<file path="config.mk">
export PLATFORM = sky130hd
export DESIGN_NAME = tvfs_supervisor
export DESIGN_NICKNAME = d
export VERILOG_FILES = /design/src/verilog/tvfs_pkg.sv /design/src/verilog/tvfs_fault_if.sv /design/src/verilog/tvfs_fault_engine.sv /design/src/verilog/tvfs_supervisor.sv
export SDC_FILE = /design/constraint.sdc
export NUM_CORES = 1
export LEC_CHECK = 0
export ABC_CLOCK_PERIOD_IN_PS = 5020
export BUFFER_PORTS_ARGS = -buffer_cell sky130_fd_sc_hd__buf_2
export CAP_MARGIN = 20
export CORE_ASPECT_RATIO = 1.25
export CORE_UTILIZATION = 40
export CTS_CLUSTER_SIZE = 16
export DETAILED_ROUTE_END_ITERATION = 10
export GPL_TIMING_DRIVEN = 0
export SYNTH_ARGS = -nofsm -noshare
export SYNTH_HDL_FRONTEND = slang
export SYNTH_SLANG_ARGS = --single-unit
</file>
<file path="constraint.sdc">
create_clock -name core_clk -period 5.02 [get_ports core_clk]
set_clock_uncertainty 0.05 [all_clocks]
set_input_delay 0.502 -clock core_clk [delete_from_list [all_inputs] [get_ports core_clk]]
set_output_delay 0.502 -clock core_clk [all_outputs]
set_load 0.01 [all_outputs]
</file>
<file path="src/verilog/tvfs_pkg.sv">
package tvfs_pkg;

   // ----------------------------------------
   // command codes
   // ----------------------------------------
   localparam logic [7:0] CMD_CLEAR_FAULTS = 8'h03;
   localparam logic [7:0] CMD_UT_WARN = 8'h52;
   localparam logic [7:0] CMD_UT_FAULT = 8'h53;
   localparam logic [7:0] CMD_UT_ACT = 8'h54;
   localparam logic [7:0] CMD_OV_FAULT = 8'h55;
   localparam logic [7:0] CMD_OV_ACT = 8'h56;
   localparam logic [7:0] CMD_OV_WARN = 8'h57;
   localparam logic [7:0] CMD_UV_WARN = 8'h58;
   localparam logic [7:0] CMD_UV_FAULT = 8'h59;
   localparam logic [7:0] CMD_UV_ACT = 8'h5A;
   localparam logic [7:0] CMD_STATUS_BYTE = 8'h78;
   localparam logic [7:0] CMD_STATUS_WORD = 8'h79;
   localparam logic [7:0] CMD_STATUS_INPUT = 8'h7C;
   localparam logic [7:0] CMD_STATUS_TEMP = 8'h7D;

   // ----------------------------------------
   // reset values
   // ----------------------------------------
   localparam logic [15:0] RST_UT_WARN = 16'hE580;
   localparam logic [15:0] RST_UT_FAULT = 16'hE490;
   localparam logic [7:0] RST_ACT = 8'h80;
   localparam logic [15:0] RST_OV_FAULT = 16'hD3A0;
   localparam logic [15:0] RST_OV_WARN = 16'hD360;
   // 4.5 V as mantissa 9, exponent -1
   localparam logic [15:0] RST_UV_WARN = 16'hF809;

   // ----------------------------------------
   // fields and status bit positions
   // ----------------------------------------
   localparam logic [2:0] RETRY_NONE = 3'h0;
   localparam logic [2:0] RETRY_FOREVER = 3'h7;
   localparam int SW_INPUT = 13;
   localparam int SW_OFF = 6;
   localparam int SW_VIN_UV = 3;
   localparam int SW_TEMP = 2;
   localparam int SW_NOA = 0;
   localparam int SI_OV_FAULT = 7;
   localparam int SI_OV_WARN = 6;
   localparam int SI_UV_WARN = 5;
   localparam int SI_UV_FAULT = 4;
   localparam int ST_UT_WARN = 5;
   localparam int ST_UT_FAULT = 4;

   // ----------------------------------------
   // timing
   // ----------------------------------------
   localparam int unsigned CLK_PERIOD_NS = 50;
   localparam int unsigned RETRY_UNIT_NS = 1000000;
   localparam int unsigned RETRY_UNIT_CYC = RETRY_UNIT_NS / CLK_PERIOD_NS;
   localparam logic [1:0] STRAP_LOAD = 2'h2;
   localparam logic [1:0] STRAP_DONE = 2'h3;

   typedef enum logic [1:0] {
      RESP_IGNORE = 2'b00,
      RESP_DELAY = 2'b01,
      RESP_NOW = 2'b10,
      RESP_HICCUP = 2'b11
   } tvfs_resp_t;

   typedef enum logic [2:0] {
      ENG_RUN = 3'b000,
      ENG_DELAY = 3'b001,
      ENG_WAIT = 3'b010,
      ENG_HICCUP = 3'b011,
      ENG_LATCH = 3'b100
   } tvfs_eng_state_t;

   // linear-11 word to signed fixed point with 16 fraction bits
   function automatic logic signed [42:0] tvfs_l11_fix(input logic [15:0] w);
      logic signed [42:0] m;
      logic [4:0] sh;
      m = {{32{w[10]}}, w[10:0]};
      sh = w[15:11] + 5'h10;
      return m <<< sh;
   endfunction

endpackage

</file>
<file path="src/verilog/tvfs_fault_if.sv">
`timescale 1ns/1ps
interface tvfs_fault_if;
   logic fault;
   logic [7:0] action;
   logic tick;
   logic rail_en;
   logic off;
   modport sup (output fault, output action, output tick, output rail_en, input off);
   modport eng (input fault, input action, input tick, input rail_en, output off);
endinterface // tvfs_fault_if

</file>
<file path="src/verilog/tvfs_fault_engine.sv">
`timescale 1ns/1ps
module tvfs_fault_engine import tvfs_pkg::*; (
   input logic core_clk, // core clock
   input logic rst_b, // async reset, active low
   tvfs_fault_if.eng fi // fault in, off out
);

   typedef struct packed {
      tvfs_eng_state_t state;
      logic [2:0] cnt;
      logic [2:0] left;
      logic off;
   } tvfs_eng_t;

   tvfs_eng_t st_ff;
   tvfs_eng_t nxt_st;
   tvfs_resp_t resp;

   assign resp = tvfs_resp_t'(fi.action[7:6]);

   function automatic tvfs_eng_t shut(input tvfs_eng_t x, input logic [2:0] retry, input logic [2:0] tm);
      tvfs_eng_t y;
      y = x;
      y.off = 1'b1;
      if (retry == RETRY_NONE) begin
         y.state = ENG_LATCH;
      end else begin
         y.state = ENG_WAIT;
         y.cnt = tm;
         y.left = retry;
      end
      return y;
   endfunction

   // ----------------------------------------
   // response sequencer
   // ----------------------------------------
   always_comb begin
      nxt_st = st_ff;
      case (st_ff.state)
         ENG_RUN: begin
            nxt_st.off = 1'b0;
            if (fi.fault) begin
               case (resp)
                  RESP_DELAY: begin
                     nxt_st.state = ENG_DELAY;
                     nxt_st.cnt = fi.action[2:0];
                  end
                  RESP_NOW: nxt_st = shut(st_ff, fi.action[5:3], fi.action[2:0]);
                  RESP_HICCUP: begin
                     nxt_st.state = ENG_HICCUP;
                     nxt_st.off = 1'b1;
                  end
                  default: nxt_st.off = 1'b0;
               endcase
            end
         end
         ENG_DELAY: begin
            if (!fi.fault) begin
               nxt_st.state = ENG_RUN;
            end else if (st_ff.cnt == 3'h0) begin
               nxt_st = shut(st_ff, fi.action[5:3], fi.action[2:0]);
            end else if (fi.tick) begin
               nxt_st.cnt = st_ff.cnt - 3'h1;
            end
         end
         ENG_WAIT: begin
            if (st_ff.cnt != 3'h0) begin
               if (fi.tick) begin
                  nxt_st.cnt = st_ff.cnt - 3'h1;
               end
            end else if (st_ff.left == RETRY_FOREVER || !fi.fault) begin
               // forever mode restarts blind; a live fault re-trips next cycle
               nxt_st.state = ENG_RUN;
               nxt_st.off = 1'b0;
            end else if (st_ff.left == 3'h1) begin
               nxt_st.state = ENG_LATCH;
            end else begin
               nxt_st.left = st_ff.left - 3'h1;
               nxt_st.cnt = fi.action[2:0];
            end
         end
         ENG_HICCUP: begin
            if (!fi.fault) begin
               nxt_st.state = ENG_RUN;
               nxt_st.off = 1'b0;
            end
         end
         ENG_LATCH: nxt_st.off = 1'b1;
         default: nxt_st.state = ENG_RUN;
      endcase
      // disabling the rail is the restart that ends any response
      if (!fi.rail_en) begin
         nxt_st.state = ENG_RUN;
         nxt_st.off = 1'b0;
      end
   end

   always_ff @(posedge core_clk or negedge rst_b) begin
      if (!rst_b) begin
         st_ff <= '{state: ENG_RUN, default: '0};
      end else begin
         st_ff <= nxt_st;
      end
   end

   assign fi.off = st_ff.off;

   ignore_keeps_on_a: assert property (@(posedge core_clk) disable iff (!rst_b)
      st_ff.state == ENG_RUN && resp == RESP_IGNORE && fi.rail_en |=> !st_ff.off)
      else $error("ignored fault turned output off");
   now_turns_off_a: assert property (@(posedge core_clk) disable iff (!rst_b)
      st_ff.state == ENG_RUN && fi.fault && resp == RESP_NOW && fi.rail_en |=> st_ff.off)
      else $error("immediate response did not disable");
   latch_holds_off_a: assert property (@(posedge core_clk) disable iff (!rst_b)
      st_ff.state == ENG_LATCH && fi.rail_en |=> st_ff.off && st_ff.state == ENG_LATCH)
      else $error("latched off released without restart");

endmodule // tvfs_fault_engine

</file>
<file path="src/verilog/tvfs_supervisor.sv">
`timescale 1ns/1ps

module tvfs_supervisor import tvfs_pkg::*; #(
   parameter int unsigned TICK_CYC = RETRY_UNIT_CYC
) (
   input logic core_clk, // 20 MHz clock
   input logic rst_b, // async reset, active low
   input logic cmd_valid, // command strobe
   input logic cmd_wr, // 1 write, 0 read
   input logic [7:0] cmd_code, // command code
   input logic [15:0] cmd_wdata, // write word or byte
   output logic rsp_valid, // answer strobe
   output logic [15:0] rsp_data, // read data
   output logic rsp_err, // unsupported access
   input logic [15:0] temp_l11, // temperature sample
   input logic [15:0] vin_l11, // input voltage sample
   input logic sample_valid, // samples valid
   input logic rail_en, // rail enable from control
   input logic [15:0] uv_strap_l11, // strap pins
   output logic pwr_en, // output stage enable
   output logic smbalert_b // host alert, active low
);

   typedef struct packed {
      logic [15:0] ut_warn;
      logic [15:0] ut_fault;
      logic [7:0] ut_act;
      logic [15:0] ov_fault;
      logic [7:0] ov_act;
      logic [15:0] ov_warn;
      logic [15:0] uv_warn;
      logic [15:0] uv_fault;
      logic [7:0] uv_act;
      logic [7:0] stat_in;
      logic [7:0] stat_temp;
      logic ut_live;
      logic ov_live;
      logic uv_live;
      logic [15:0] strap_s1;
      logic [15:0] strap_s2;
      logic [1:0] strap_cnt;
      logic [14:0] tick_cnt;
      logic tick;
      logic rsp_valid;
      logic rsp_err;
      logic [15:0] rsp_data;
      logic alert_b;
      logic out_en;
   } tvfs_sup_t;

   localparam tvfs_sup_t SUP_RST = '{
      ut_warn: RST_UT_WARN,
      ut_fault: RST_UT_FAULT,
      ut_act: RST_ACT,
      ov_fault: RST_OV_FAULT,
      ov_act: RST_ACT,
      ov_warn: RST_OV_WARN,
      uv_warn: RST_UV_WARN,
      uv_act: RST_ACT,
      alert_b: 1'b1,
      default: '0
   };

   tvfs_sup_t st_ff;
   tvfs_sup_t nxt_st;

   // ----------------------------------------
   // status summary
   // ----------------------------------------
   function automatic logic [15:0] status_word(input tvfs_sup_t s);
      logic [15:0] w;
      w = 16'h0000;
      w[SW_INPUT] = |s.stat_in;
      w[SW_OFF] = ~s.out_en;
      w[SW_VIN_UV] = s.stat_in[SI_UV_FAULT];
      w[SW_TEMP] = |s.stat_temp;
      // of the input events only the UV fault has a bit in 7:1 (bit 3), so NOA is set for every input event
      w[SW_NOA] = |s.stat_in;
      return w;
   endfunction

   // ----------------------------------------
   // comparisons
   // ----------------------------------------
   logic signed [42:0] temp_fx;
   logic signed [42:0] vin_fx;
   logic signed [42:0] utw_fx;
   logic signed [42:0] utf_fx;
   logic signed [42:0] ovf_fx;
   logic signed [42:0] ovw_fx;
   logic signed [42:0] uvw_fx;
   logic signed [42:0] uvf_fx;
   logic ut_warn_hit;
   logic ut_fault_hit;
   logic ut_clear;
   logic ov_fault_hit;
   logic ov_warn_hit;
   logic uv_warn_hit;
   logic uv_fault_hit;
   logic uv_clear;
   logic clear_cmd;
   logic [15:0] stat_word;

   // exponents differ between words, so compare after alignment
   assign temp_fx = tvfs_l11_fix(temp_l11);
   assign vin_fx = tvfs_l11_fix(vin_l11);
   assign utw_fx = tvfs_l11_fix(st_ff.ut_warn);
   assign utf_fx = tvfs_l11_fix(st_ff.ut_fault);
   assign ovf_fx = tvfs_l11_fix(st_ff.ov_fault);
   assign ovw_fx = tvfs_l11_fix(st_ff.ov_warn);
   assign uvw_fx = tvfs_l11_fix(st_ff.uv_warn);
   assign uvf_fx = tvfs_l11_fix(st_ff.uv_fault);

   assign ut_warn_hit = temp_fx < utw_fx;
   assign ut_fault_hit = temp_fx < utf_fx;
   assign ut_clear = temp_fx > utw_fx;
   assign ov_fault_hit = vin_fx > ovf_fx;
   assign ov_warn_hit = vin_fx > ovw_fx;
   assign uv_warn_hit = vin_fx < uvw_fx;
   assign uv_fault_hit = vin_fx < uvf_fx;
   assign uv_clear = vin_fx > uvw_fx;
   assign clear_cmd = cmd_valid && cmd_wr && cmd_code == CMD_CLEAR_FAULTS;
   assign stat_word = status_word(st_ff);

   // ----------------------------------------
   // response engines: ut, vin ov, vin uv
   // ----------------------------------------
   logic [2:0] live_vec;
   logic [2:0][7:0] act_vec;
   logic [2:0] eng_off;

   assign live_vec = {st_ff.uv_live, st_ff.ov_live, st_ff.ut_live};
   assign act_vec = {st_ff.uv_act, st_ff.ov_act, st_ff.ut_act};

   tvfs_fault_if fif[3] ();

   for (genvar g = 0; g < 3; g++) begin : g_eng
      assign fif[g].fault = live_vec[g];
      assign fif[g].action = act_vec[g];
      assign fif[g].tick = st_ff.tick;
      assign fif[g].rail_en = rail_en;
      assign eng_off[g] = fif[g].off;
      tvfs_fault_engine u_eng (
         .core_clk(core_clk),
         .rst_b(rst_b),
         .fi(fif[g])
      );
   end

   // ----------------------------------------
   // next state
   // ----------------------------------------
   always_comb begin
      nxt_st = st_ff;

      // time unit for delay and retry spacing
      nxt_st.tick = 1'b0;
      if (st_ff.tick_cnt == 15'(TICK_CYC - 1)) begin
         nxt_st.tick_cnt = 15'h0000;
         nxt_st.tick = 1'b1;
      end else begin
         nxt_st.tick_cnt = st_ff.tick_cnt + 15'h0001;
      end

      // strap pins are synchronised, then taken once
      nxt_st.strap_s1 = uv_strap_l11;
      nxt_st.strap_s2 = st_ff.strap_s1;
      if (st_ff.strap_cnt != STRAP_DONE) begin
         nxt_st.strap_cnt = st_ff.strap_cnt + 2'h1;
      end
      if (st_ff.strap_cnt == STRAP_LOAD) begin
         nxt_st.uv_fault = st_ff.strap_s2;
      end

      // command port
      nxt_st.rsp_valid = cmd_valid;
      nxt_st.rsp_err = 1'b0;
      nxt_st.rsp_data = 16'h0000;
      if (cmd_valid && cmd_wr) begin
         case (cmd_code)
            CMD_CLEAR_FAULTS: nxt_st.rsp_err = 1'b0;
            CMD_UT_WARN: nxt_st.ut_warn = cmd_wdata;
            CMD_UT_FAULT: nxt_st.ut_fault = cmd_wdata;
            CMD_UT_ACT: nxt_st.ut_act = cmd_wdata[7:0];
            CMD_OV_FAULT: nxt_st.ov_fault = cmd_wdata;
            CMD_OV_ACT: nxt_st.ov_act = cmd_wdata[7:0];
            CMD_OV_WARN: nxt_st.ov_warn = cmd_wdata;
            CMD_UV_WARN: nxt_st.uv_warn = cmd_wdata;
            CMD_UV_FAULT: nxt_st.uv_fault = cmd_wdata;
            CMD_UV_ACT: nxt_st.uv_act = cmd_wdata[7:0];
            default: nxt_st.rsp_err = 1'b1;
         endcase
      end
      if (cmd_valid && !cmd_wr) begin
         case (cmd_code)
            CMD_UT_WARN: nxt_st.rsp_data = st_ff.ut_warn;
            CMD_UT_FAULT: nxt_st.rsp_data = st_ff.ut_fault;
            CMD_UT_ACT: nxt_st.rsp_data = {8'h00, st_ff.ut_act};
            CMD_OV_FAULT: nxt_st.rsp_data = st_ff.ov_fault;
            CMD_OV_ACT: nxt_st.rsp_data = {8'h00, st_ff.ov_act};
            CMD_OV_WARN: nxt_st.rsp_data = st_ff.ov_warn;
            CMD_UV_WARN: nxt_st.rsp_data = st_ff.uv_warn;
            CMD_UV_FAULT: nxt_st.rsp_data = st_ff.uv_fault;
            CMD_UV_ACT: nxt_st.rsp_data = {8'h00, st_ff.uv_act};
            CMD_STATUS_BYTE: nxt_st.rsp_data = {8'h00, stat_word[7:0]};
            CMD_STATUS_WORD: nxt_st.rsp_data = stat_word;
            CMD_STATUS_INPUT: nxt_st.rsp_data = {8'h00, st_ff.stat_in};
            CMD_STATUS_TEMP: nxt_st.rsp_data = {8'h00, st_ff.stat_temp};
            default: nxt_st.rsp_err = 1'b1;
         endcase
      end

      // live fault conditions, with hysteresis on the low limits
      if (sample_valid) begin
         if (ut_fault_hit) begin
            nxt_st.ut_live = 1'b1;
         end else if (ut_clear) begin
            nxt_st.ut_live = 1'b0;
         end
         nxt_st.ov_live = ov_fault_hit;
         if (uv_fault_hit) begin
            nxt_st.uv_live = 1'b1;
         end else if (uv_clear) begin
            nxt_st.uv_live = 1'b0;
         end
      end

      // sticky status; a set in the clear cycle survives
      if (clear_cmd) begin
         nxt_st.stat_in = 8'h00;
         nxt_st.stat_temp = 8'h00;
      end
      if (sample_valid) begin
         nxt_st.stat_temp[ST_UT_WARN] = nxt_st.stat_temp[ST_UT_WARN] | ut_warn_hit;
         nxt_st.stat_in[SI_OV_WARN] = nxt_st.stat_in[SI_OV_WARN] | ov_warn_hit;
         nxt_st.stat_in[SI_UV_WARN] = nxt_st.stat_in[SI_UV_WARN] | uv_warn_hit;
      end
      nxt_st.stat_temp[ST_UT_FAULT] = nxt_st.stat_temp[ST_UT_FAULT] | nxt_st.ut_live;
      nxt_st.stat_in[SI_OV_FAULT] = nxt_st.stat_in[SI_OV_FAULT] | nxt_st.ov_live;
      nxt_st.stat_in[SI_UV_FAULT] = nxt_st.stat_in[SI_UV_FAULT] | nxt_st.uv_live;

      // alert stays low while anything is latched
      nxt_st.alert_b = ~(|nxt_st.stat_in | |nxt_st.stat_temp);
      nxt_st.out_en = rail_en & ~(|eng_off);
   end

   // ----------------------------------------
   // state register
   // ----------------------------------------
   always_ff @(posedge core_clk or negedge rst_b) begin
      if (!rst_b) begin
         st_ff <= SUP_RST;
      end else begin
         st_ff <= nxt_st;
      end
   end

   assign rsp_valid = st_ff.rsp_valid;
   assign rsp_data = st_ff.rsp_data;
   assign rsp_err = st_ff.rsp_err;
   assign pwr_en = st_ff.out_en;
   assign smbalert_b = st_ff.alert_b;

   // ----------------------------------------
   // checks
   // ----------------------------------------
   ut_warn_sets_a: assert property (@(posedge core_clk) disable iff (!rst_b)
      sample_valid && ut_warn_hit |=> st_ff.stat_temp[ST_UT_WARN] && !smbalert_b && stat_word[SW_TEMP])
      else $error("under-temperature warning not reported");
   ut_fault_hold_a: assert property (@(posedge core_clk) disable iff (!rst_b)
      st_ff.ut_live && !(sample_valid && ut_clear) |=> st_ff.ut_live)
      else $error("under-temperature fault cleared early");
   sticky_fault_a: assert property (@(posedge core_clk) disable iff (!rst_b)
      st_ff.stat_in[SI_OV_FAULT] && !clear_cmd |=> st_ff.stat_in[SI_OV_FAULT])
      else $error("fault bit dropped without clear");
   ov_warn_sets_a: assert property (@(posedge core_clk) disable iff (!rst_b)
      sample_valid && ov_warn_hit |=> st_ff.stat_in[SI_OV_WARN] && stat_word[SW_NOA] && stat_word[SW_INPUT])
      else $error("overvoltage warning not reported");
   uv_fault_hold_a: assert property (@(posedge core_clk) disable iff (!rst_b)
      st_ff.uv_live && !(sample_valid && uv_clear) |=> st_ff.uv_live)
      else $error("undervoltage fault cleared early");
   strap_load_a: assert property (@(posedge core_clk) disable iff (!rst_b)
      st_ff.strap_cnt == STRAP_LOAD && !(cmd_valid && cmd_wr) |=> st_ff.uv_fault == $past(st_ff.strap_s2))
      else $error("strap value not taken");
   alert_hold_a: assert property (@(posedge core_clk) disable iff (!rst_b)
      !smbalert_b && !clear_cmd |=> !smbalert_b)
      else $error("alert released without clear");
   rsp_answer_a: assert property (@(posedge core_clk) disable iff (!rst_b)
      cmd_valid |=> rsp_valid)
      else $error("command got no answer");
   rsp_idle_a: assert property (@(posedge core_clk) disable iff (!rst_b)
      !cmd_valid |=> !rsp_valid && !rsp_err && rsp_data == 16'h0000)
      else $error("answer without command");
   status_wr_refused_a: assert property (@(posedge core_clk) disable iff (!rst_b)
      cmd_valid && cmd_wr && cmd_code == CMD_STATUS_WORD |=> rsp_err)
      else $error("status write not refused");
   read_back_a: assert property (@(posedge core_clk) disable iff (!rst_b)
      cmd_valid && !cmd_wr && cmd_code == CMD_UT_WARN |=> !rsp_err && rsp_data == $past(st_ff.ut_warn))
      else $error("threshold read back wrong");
   ut_fault_sets_a: assert property (@(posedge core_clk) disable iff (!rst_b)
      sample_valid && ut_fault_hit |=> st_ff.ut_live && st_ff.stat_temp[ST_UT_FAULT] && stat_word[SW_TEMP])
      else $error("under-temperature fault not declared");
   ov_fault_sets_a: assert property (@(posedge core_clk) disable iff (!rst_b)
      sample_valid && ov_fault_hit |=> st_ff.ov_live && st_ff.stat_in[SI_OV_FAULT])
      else $error("overvoltage fault not declared");
   uv_warn_sets_a: assert property (@(posedge core_clk) disable iff (!rst_b)
      sample_valid && uv_warn_hit |=> st_ff.stat_in[SI_UV_WARN] && stat_word[SW_NOA] && stat_word[SW_INPUT])
      else $error("undervoltage warning not reported");
   event_alerts_a: assert property (@(posedge core_clk) disable iff (!rst_b)
      sample_valid && (ut_warn_hit || ov_warn_hit || uv_warn_hit) |=> !smbalert_b)
      else $error("warning without alert");
   clear_releases_a: assert property (@(posedge core_clk) disable iff (!rst_b)
      clear_cmd && !sample_valid && !(|live_vec) |=> smbalert_b)
      else $error("clear left alert asserted");
   rail_off_a: assert property (@(posedge core_clk) disable iff (!rst_b)
      !rail_en |=> !pwr_en)
      else $error("output on while rail disabled");
   rail_on_a: assert property (@(posedge core_clk) disable iff (!rst_b)
      rail_en && !(|eng_off) |=> pwr_en)
      else $error("output off with no engine holding it");

endmodule // tvfs_supervisor

</file>
==> flow_summary.yaml, run 1 <==
finish:
  antennaDiodeCount: 0
  final_cell_mix: "nand2_1, ha_1, a21oi_1"
  drive_gt1_share_pct: 13.15
  final_common_cell: "nand2_1"
  nNetsFinal: 3429
  multi_input_comb_area_sq_um: 17210
  register_area_sq_um: 6028
  final_util_pct: 45.04
  area_delta_synth_final_pct: 11.16
  fill_cells: 5926
placement:
  dp_hpwl_microns: 72290
  routabilityCongestion: 0.9604
  numPortBuffers: 86
  dp_slack_ns: -0.9058
yosys:
  synth_edf_count: 0
  ys.flop_type: "dfrtp_1"
  ys_seq_elements: 239
  syn-mean-instance-area_sq_um: 8.209
  syn-num-nets: 3301
  synth_area_sq_um: 24180
  ys_seq_area_share_pct: 24.92
  synth.largest_area_cell: "dfrtp_1"
  synth.area.top_cells: "dfrtp_1, ha_1, mux2i_1"
  async_reset_ff_share_pct: 100.0
  yosys_warnings: 0
  synthDistinctLibCells: 84
  synth_top_area_share_pct: 20.90
  syn_inst: 2946
route:
  drc: 0
  ant_nets: 0
  wl_per_cell_microns: 23.40
  wirelength_microns: 90350
  vias: 23740
  firstDrtPassIters: 8
  drt-initial-drc-count: 2443
  viasPerCell: 6.150
critical_path:
  worst-path-max-fanout: 10
  reg2reg_from: "st_ff[164]"
  reg2regPathDepth: 18
  required_ns: 5.38
  critPathLaunch: "st_ff[164]"
  ff2ff_setup_slack_ns: 0.15
  cp-end-kind: "flip-flop"
  path_buf_inv: 1
  endpoint: "smbalert_b"
  cpPeakStageDelay_ns: 0.60
  crit_chain: "clkbuf_4 > mux2i_1 > a21oi_1 > nand2_1 > o21ai_0 > nor2_1 > nor2_1 > a21boi_0 > ha_1 > nand4_1 > or4_1 > or3_1 > a21oi_1 > o21ai_1 > nand2b_1 > xor2_2 > o211ai_1 > nor4_4"
  path_depth: 18
  crit_family: "simple AND/OR/NAND/NOR gates"
  cp-start-kind: "flip-flop"
  slowest_stage: "or4_1"
  path_class: "flip-flop to flip-flop"
  r2r-end: "smbalert_b"
  critPathArrivalTime_ns: 5.23
clocking:
  cts_buffers: 28
  clk_latency_ns: 0.57
  clockRootBuffer: "clkbuf_16"
  htree_num_levels: 1
  clk_path_buf_depth: 3
  cts.sinks: 239
  clkTransAtPathRegs_ns: 0.07
  post_cts_buffers: 0
  cts_tree: "done"
global_routing:
  met1_usage_pct: 38.84
  antenna_found_initial: 2
  grt_max_degree: 103
  overflow: 0
  busiest_layer: "met2"
  grt_use_total_pct: 28.71
  grt_pass1_vias: 22840
  grt_pass1_wl_microns: 137000
  grt.met2_usage_pct: 46.81
  grt_use_met3_pct: 3.448
pwr:
  power_frac_comb_pct: 34.8
  p_clk_share_pct: 31.7
  p_sw_share_pct: 37.15
  pwr_density_cell_nw_per_um2: 239.9
  p_seq_share_pct: 33.5
  p_int_w: 0.004052
  ir_drop_v: 0.0002483
  leakage_nw: 11.85
  p_sw_w: 0.002396
sta:
  max_freq_mhz: 205.3
  fin_crit_sh_pct: 97.04
  finalHoldViolations: 0
  maxSlewViolCount: 0
  period_needed_ns: 4.871
  slew_headroom_pct: 32.27
  finalSetupTns_ns: 0
  tightest_slew_ns: 1.008
  fin_ws_ns: 0.1485
  setup_viol: 0
  rsz0062_at_grt: "false"
die:
  io_pins: 98
  die_height_microns: 276.9
  dieArea_sq_um: 61450
  floorplan.initialDensity_pct: 40.52
  num_rows: 100
  core_sq_um: 59680
  die_x_microns: 221.9
worst_hold_path:
  min_path_type: "input port to flip-flop"
job:
  maxCapViolCount: 0
run_status:
  status: "complete, no violations"
==> worst min path at each step <==
stage,from,depth (start not counted),end
5_1_grt,uv_strap_l11[1],1,nxt_st[39]
6_report,uv_strap_l11[15],1,nxt_st[53]
4_1_cts,uv_strap_l11[15],1,nxt_st[53]
3_3_place_gp,nxt_st[53],0,st_ff[53]
3_5_place_dp,nxt_st[39],0,st_ff[39]
2_1_floorplan,rst_b,0,fif[0].action[0]
==> through the flow <==
step	cells	instance area, sq um	total power [W]	hold slack [ns]
6_report	3861	26880	0.006448	0.02064
5_1_grt	3861	26880	0.006827	0.002541
4_1_cts	3867	26790	0.006442	0.000001721
3_5_place_dp	3811	25730	0.004358	0.2847
3_3_place_gp	3797	25570	0.004273	0.2838
2_1_floorplan	2946	24180	0.003632	0.1564
==> routing by layer <==
layer,routed length [microns],vias to the layer above
li1,-,11100
met1,39240,11520
met2,41220,943
met3,6101,180
met4,3761,4
met5,17,-
==> registers in the layout, indices dropped and copies added, names as in the netlist <==
register and flops:
st_ff 145, g_eng.u_eng.st_ff 27, fif.action 24, nxt_st 16
rsp_data 16, fif.fault 3, g_eng.u_eng.fi.off 3, fif.tick 1
pwr_en 1, rsp_err 1, rsp_valid 1, smbalert_b 1
==> power by group through the flow <==
stage,sequential [W],combinational [W],clock (W)
floorplan,0.00213,0.00150,0
global placement,0.00218,0.00210,0
detailed placement,0.00218,0.00218,0
CTS,0.00215,0.00220,0.00209
global route,0.00217,0.00248,0.00218
finish,0.00216,0.00225,0.00205
==> worst register-to-register path, stage by stage (launching register included) <==
cell	delay, ns
dfrtp_1	0.48
clkbuf_4	0.30
mux2i_1	0.13
a21oi_1	0.31
nand2_1	0.09
o21ai_0	0.13
nor2_1	0.07
nor2_1	0.25
a21boi_0	0.19
ha_1	0.32
nand4_1	0.14
or4_1	0.60
or3_1	0.47
a21oi_1	0.14
o21ai_1	0.12
nand2b_1	0.15
xor2_2	0.23
o211ai_1	0.20
nor4_4	0.34
==> repair_timing <==
action                                 in CTS  in global routing
hold buffers                                5                  2
gates resized for setup                    20                 38
endpoints found under the hold margin      49                  2
setup endpoints to repair                   6                  4
pin swaps                                   0                  2
cloned                                      0                  0
==> synth_stat cells, types with 15 or more instances <==
library cell	n
o211ai_1	24
mux2_2	96
a21boi_0	29
nor2b_1	31
mux2i_1	194
mux2_1	30
a21o_1	33
a22oi_1	54
buf_4	19
nor4_1	15
a211oi_1	18
o21ai_1	20
nand2b_1	42
clkbuf_1	141
nor3_1	45
and2_1	35
nand4_1	51
o21ai_0	232
a21oi_1	267
nor2_1	252
dfstp_2	37
o22ai_1	26
ha_1	277
nand3_1	56
o21a_1	27
a31oi_1	23
or2_2	17
dfrtp_1	202
nand2_1	318
buf_1	19
inv_1	71
==> final cells by class <==
class                           instances  area share (%)
Buffer                                182           2.974
Inverter                               79           1.122
Multi-Input combinational cell       2436           64.00
Timing Repair Buffer                  108           2.448
Tap cell                              765           3.561
Clock inverter                         13          0.4049
Clock buffer                           39           3.063
Sequential cell                       239           22.42
==> cells by family (layout without fill, tap and decap cells) <==
group           after synthesis  in the layout  synth area share, %
simple gates                928            928                18.11
mux                         331            331                14.92
buf+inv                     271            421                4.594
fa+ha+maj                   277            277                14.33
xor+xnor                     17             17               0.6157
compound gates              883            883                22.51
flops                       239            239                24.92
(Power assumes the default switching activity.)
==> run 2, diff against run 1 <==
ABC_CLOCK_PERIOD_IN_PS = 5100   (was 5020)
clock period = 5.1 ns   (was 5.02 ns; I/O delays follow)
==> run 2 against run 1 <==
Against the previous run: count of clock-buffer cells in the layout unchanged; largest power group unchanged; highest routed layer unchanged; via count decreased by 0.56%; sequential power decreased by 2%; critical path type is now input port to flip-flop; sequential cell count unchanged; worst hold slack improved by 0.0058 ns; final cell count decreased by 0.13%; setup slack got worse by 0.021 ns; global-route usage about the same; critical path depth unchanged.
==> flow_summary.yaml, run 2 (same netlist as run 1, synthesis figures left out) <==
run_status:
  status: "complete, no violations"
pwr:
  p_clk_share_pct: 31.8
  p_seq_share_pct: 33.5
  p_sw_w: 0.002357
  ir_drop_v: 0.0002444
  pwr_density_cell_nw_per_um2: 236.7
  finalPower_w: 0.006341
  p_sw_share_pct: 37.18
  p_int_w: 0.003984
  leakage_nw: 11.80
  power_frac_comb_pct: 34.8
critical_path:
  crit_family: "simple AND/OR/NAND/NOR gates"
  critPathArrivalTime_ns: 5.33
  path_buf_inv: 4
  cp_common_cell: "a21oi_1"
  slowest_stage: "or4_1"
  critPathLaunch: "vin_l11[12]"
  required_ns: 5.46
  cpPeakStageDelay_ns: 0.59
  path_class: "input port to flip-flop"
  cp-start-kind: "input port"
  crit_chain: "buf_2 > clkbuf_1 > clkbuf_2 > mux2i_1 > a21oi_1 > a21o_1 > o21ai_0 > buf_4 > ha_1 > nand4_1 > or4_1 > or3_1 > a21oi_1 > o21ai_1 > nand2b_1 > xor2_1 > o211ai_1 > nor4_4"
  reg2reg_from: "st_ff[204]"
  cp-end-kind: "flip-flop"
  worst-path-max-fanout: 10
sta:
  finalSetupTns_ns: 0
  rsz0062_at_grt: "false"
  fin_crit_sh_pct: 97.49
  period_needed_ns: 4.972
  tightest_slew_ns: 1.010
  finalHoldViolations: 0
  setup_viol: 0
  maxSlewViolCount: 0
  max_freq_mhz: 201.1
  slew_headroom_pct: 32.70
route:
  top_layer: "met5"
  drt-initial-drc-count: 2327
  wirelength_microns: 90210
  vias: 23610
  dr_wl_met3_microns: 5602
  ant_nets: 0
  drc: 0
  viasPerCell: 6.123
  wl_met1_microns: 39710
  wl_per_cell_microns: 23.40
  wl_met2_microns: 41260
  firstDrtPassIters: 8
finish:
  antennaDiodeCount: 0
  fill_cells: 5937
  final_cell_mix: "nand2_1, ha_1, a21oi_1"
  final_util_pct: 44.89
  nNetsFinal: 3424
  final_area_sq_um: 26790
  final_common_cell: "nand2_1"
  drive_gt1_share_pct: 13.01
  largest_reg_flops: 145
  top_register: "st_ff"
  area_delta_synth_final_pct: 10.78
global_routing:
  grt_pass1_wl_microns: 137000
  grt_max_degree: 103
  overflow: 0
  antenna_found_initial: 2
  grt_use_total_pct: 28.69
  grt_pass1_vias: 22800
worst_hold_path:
  min_from: "uv_strap_l11[2]"
  min_path_type: "input port to flip-flop"
die:
  die_x_microns: 221.9
  dieArea_sq_um: 61450
  io_pins: 98
  floorplan.initialDensity_pct: 40.52
  core_sq_um: 59680
  num_rows: 100
  die_height_microns: 276.9
placement:
  dp_hpwl_microns: 72290
  numPortBuffers: 86
  routabilityCongestion: 0.9604
  place_area_sq_um: 25730
clocking:
  clockRootBuffer: "clkbuf_16"
  clk_path_buf_depth: 3
  cts_tree: "done"
  cts.sinks: 239
  cts_buffers: 28
  clkTransAtPathRegs_ns: 0.07
  htree_num_levels: 1
  clk_latency_ns: 0.56
job:
  maxCapViolCount: 0
## run 2: changes by cell type in the layout (fill, tap and decap cells not counted), sizes merged
| cell | previous run | this run |
|---|---|---|
| dlygate4sd3 | 7 | 1 |
| clkbuf | 174 | 175 |
| clkinv | 9 | 8 |
| inv | 78 | 79 |
## run 2: through the flow
step                      worst slack [ns]  hold slack [ns]  cells
final                               0.1278          0.02646   3856
after global routing              0.008292         0.003392   3856
after CTS                          0.03588         0.005567   3864
after detailed placement           -0.8338           0.2847   3811
after global placement              -1.261           0.2838   3797
after floorplan                     0.7741           0.1644   2946
## run 2: power by group through the flow
stage | logic [W] | registers [W] | clock network [W]
finish | 0.00221 | 0.00212 | 0.00201
global route | 0.00244 | 0.00213 | 0.00214
CTS | 0.00216 | 0.00211 | 0.00206
detailed placement | 0.00214 | 0.00214 | 0
global placement | 0.00206 | 0.00214 | 0
floorplan | 0.00148 | 0.00210 | 0
## run 2: timing repair
item | in CTS | in global routing
buffers inserted | 0 | 0
hold buffers | 1 | 0
endpoints found under the hold margin | 45 | 0
gates cloned | 0 | 0
resized for setup | 14 | 38
pin swaps | 0 | 2
setup endpoints to repair | 5 | 2
## run 2: routing by layer
metal	track usage, %	vias up
met1	38.88	11460
li1	-	11090
met5	0	-
met4	10.38	4
met2	46.85	886
met3	3.353	174
## run 2: worst paths after layout
path                                   end  slack [ns]  cells past startpoint
worst max-delay path            smbalert_b        0.13                     18
worst min-delay path            nxt_st[40]        0.03                      1
worst max register to register  smbalert_b        0.17                     18
worst min register to register   st_ff[42]        0.29                      0
max in group asynchronous       st_ff[143]        3.34                      4
min in group asynchronous        st_ff[36]        0.40                      2
## run 2: final cells by class
type	instances	area, sq um	area share [%]
plain buffers	183	802.0	2.994
clock buffers	39	823.3	3.073
clock inverters	13	108.9	0.4063
inverters	79	300.3	1.121
multi-input cells	2436	17170	64.10
flip-flops and latches	239	6028	22.50
well taps	765	957.2	3.573
repair buffers	102	598.1	2.233
## run 2: worst reg2reg max path, cell delays in order, from the launching register on
cell,delay (ns)
dfrtp_2,0.44
buf_4,0.24
mux2i_1,0.21
nor2_1,0.07
a21oi_2,0.25
nor2_1,0.07
a21oi_1,0.23
o21ai_0,0.19
o21ai_1,0.28
ha_1,0.30
nand4_1,0.19
nor4_4,0.08
a221oi_1,0.30
o211ai_1,0.18
a21oi_1,0.20
mux2i_1,0.25
a221o_2,0.52
a211o_1,0.34
nor4_4,0.39
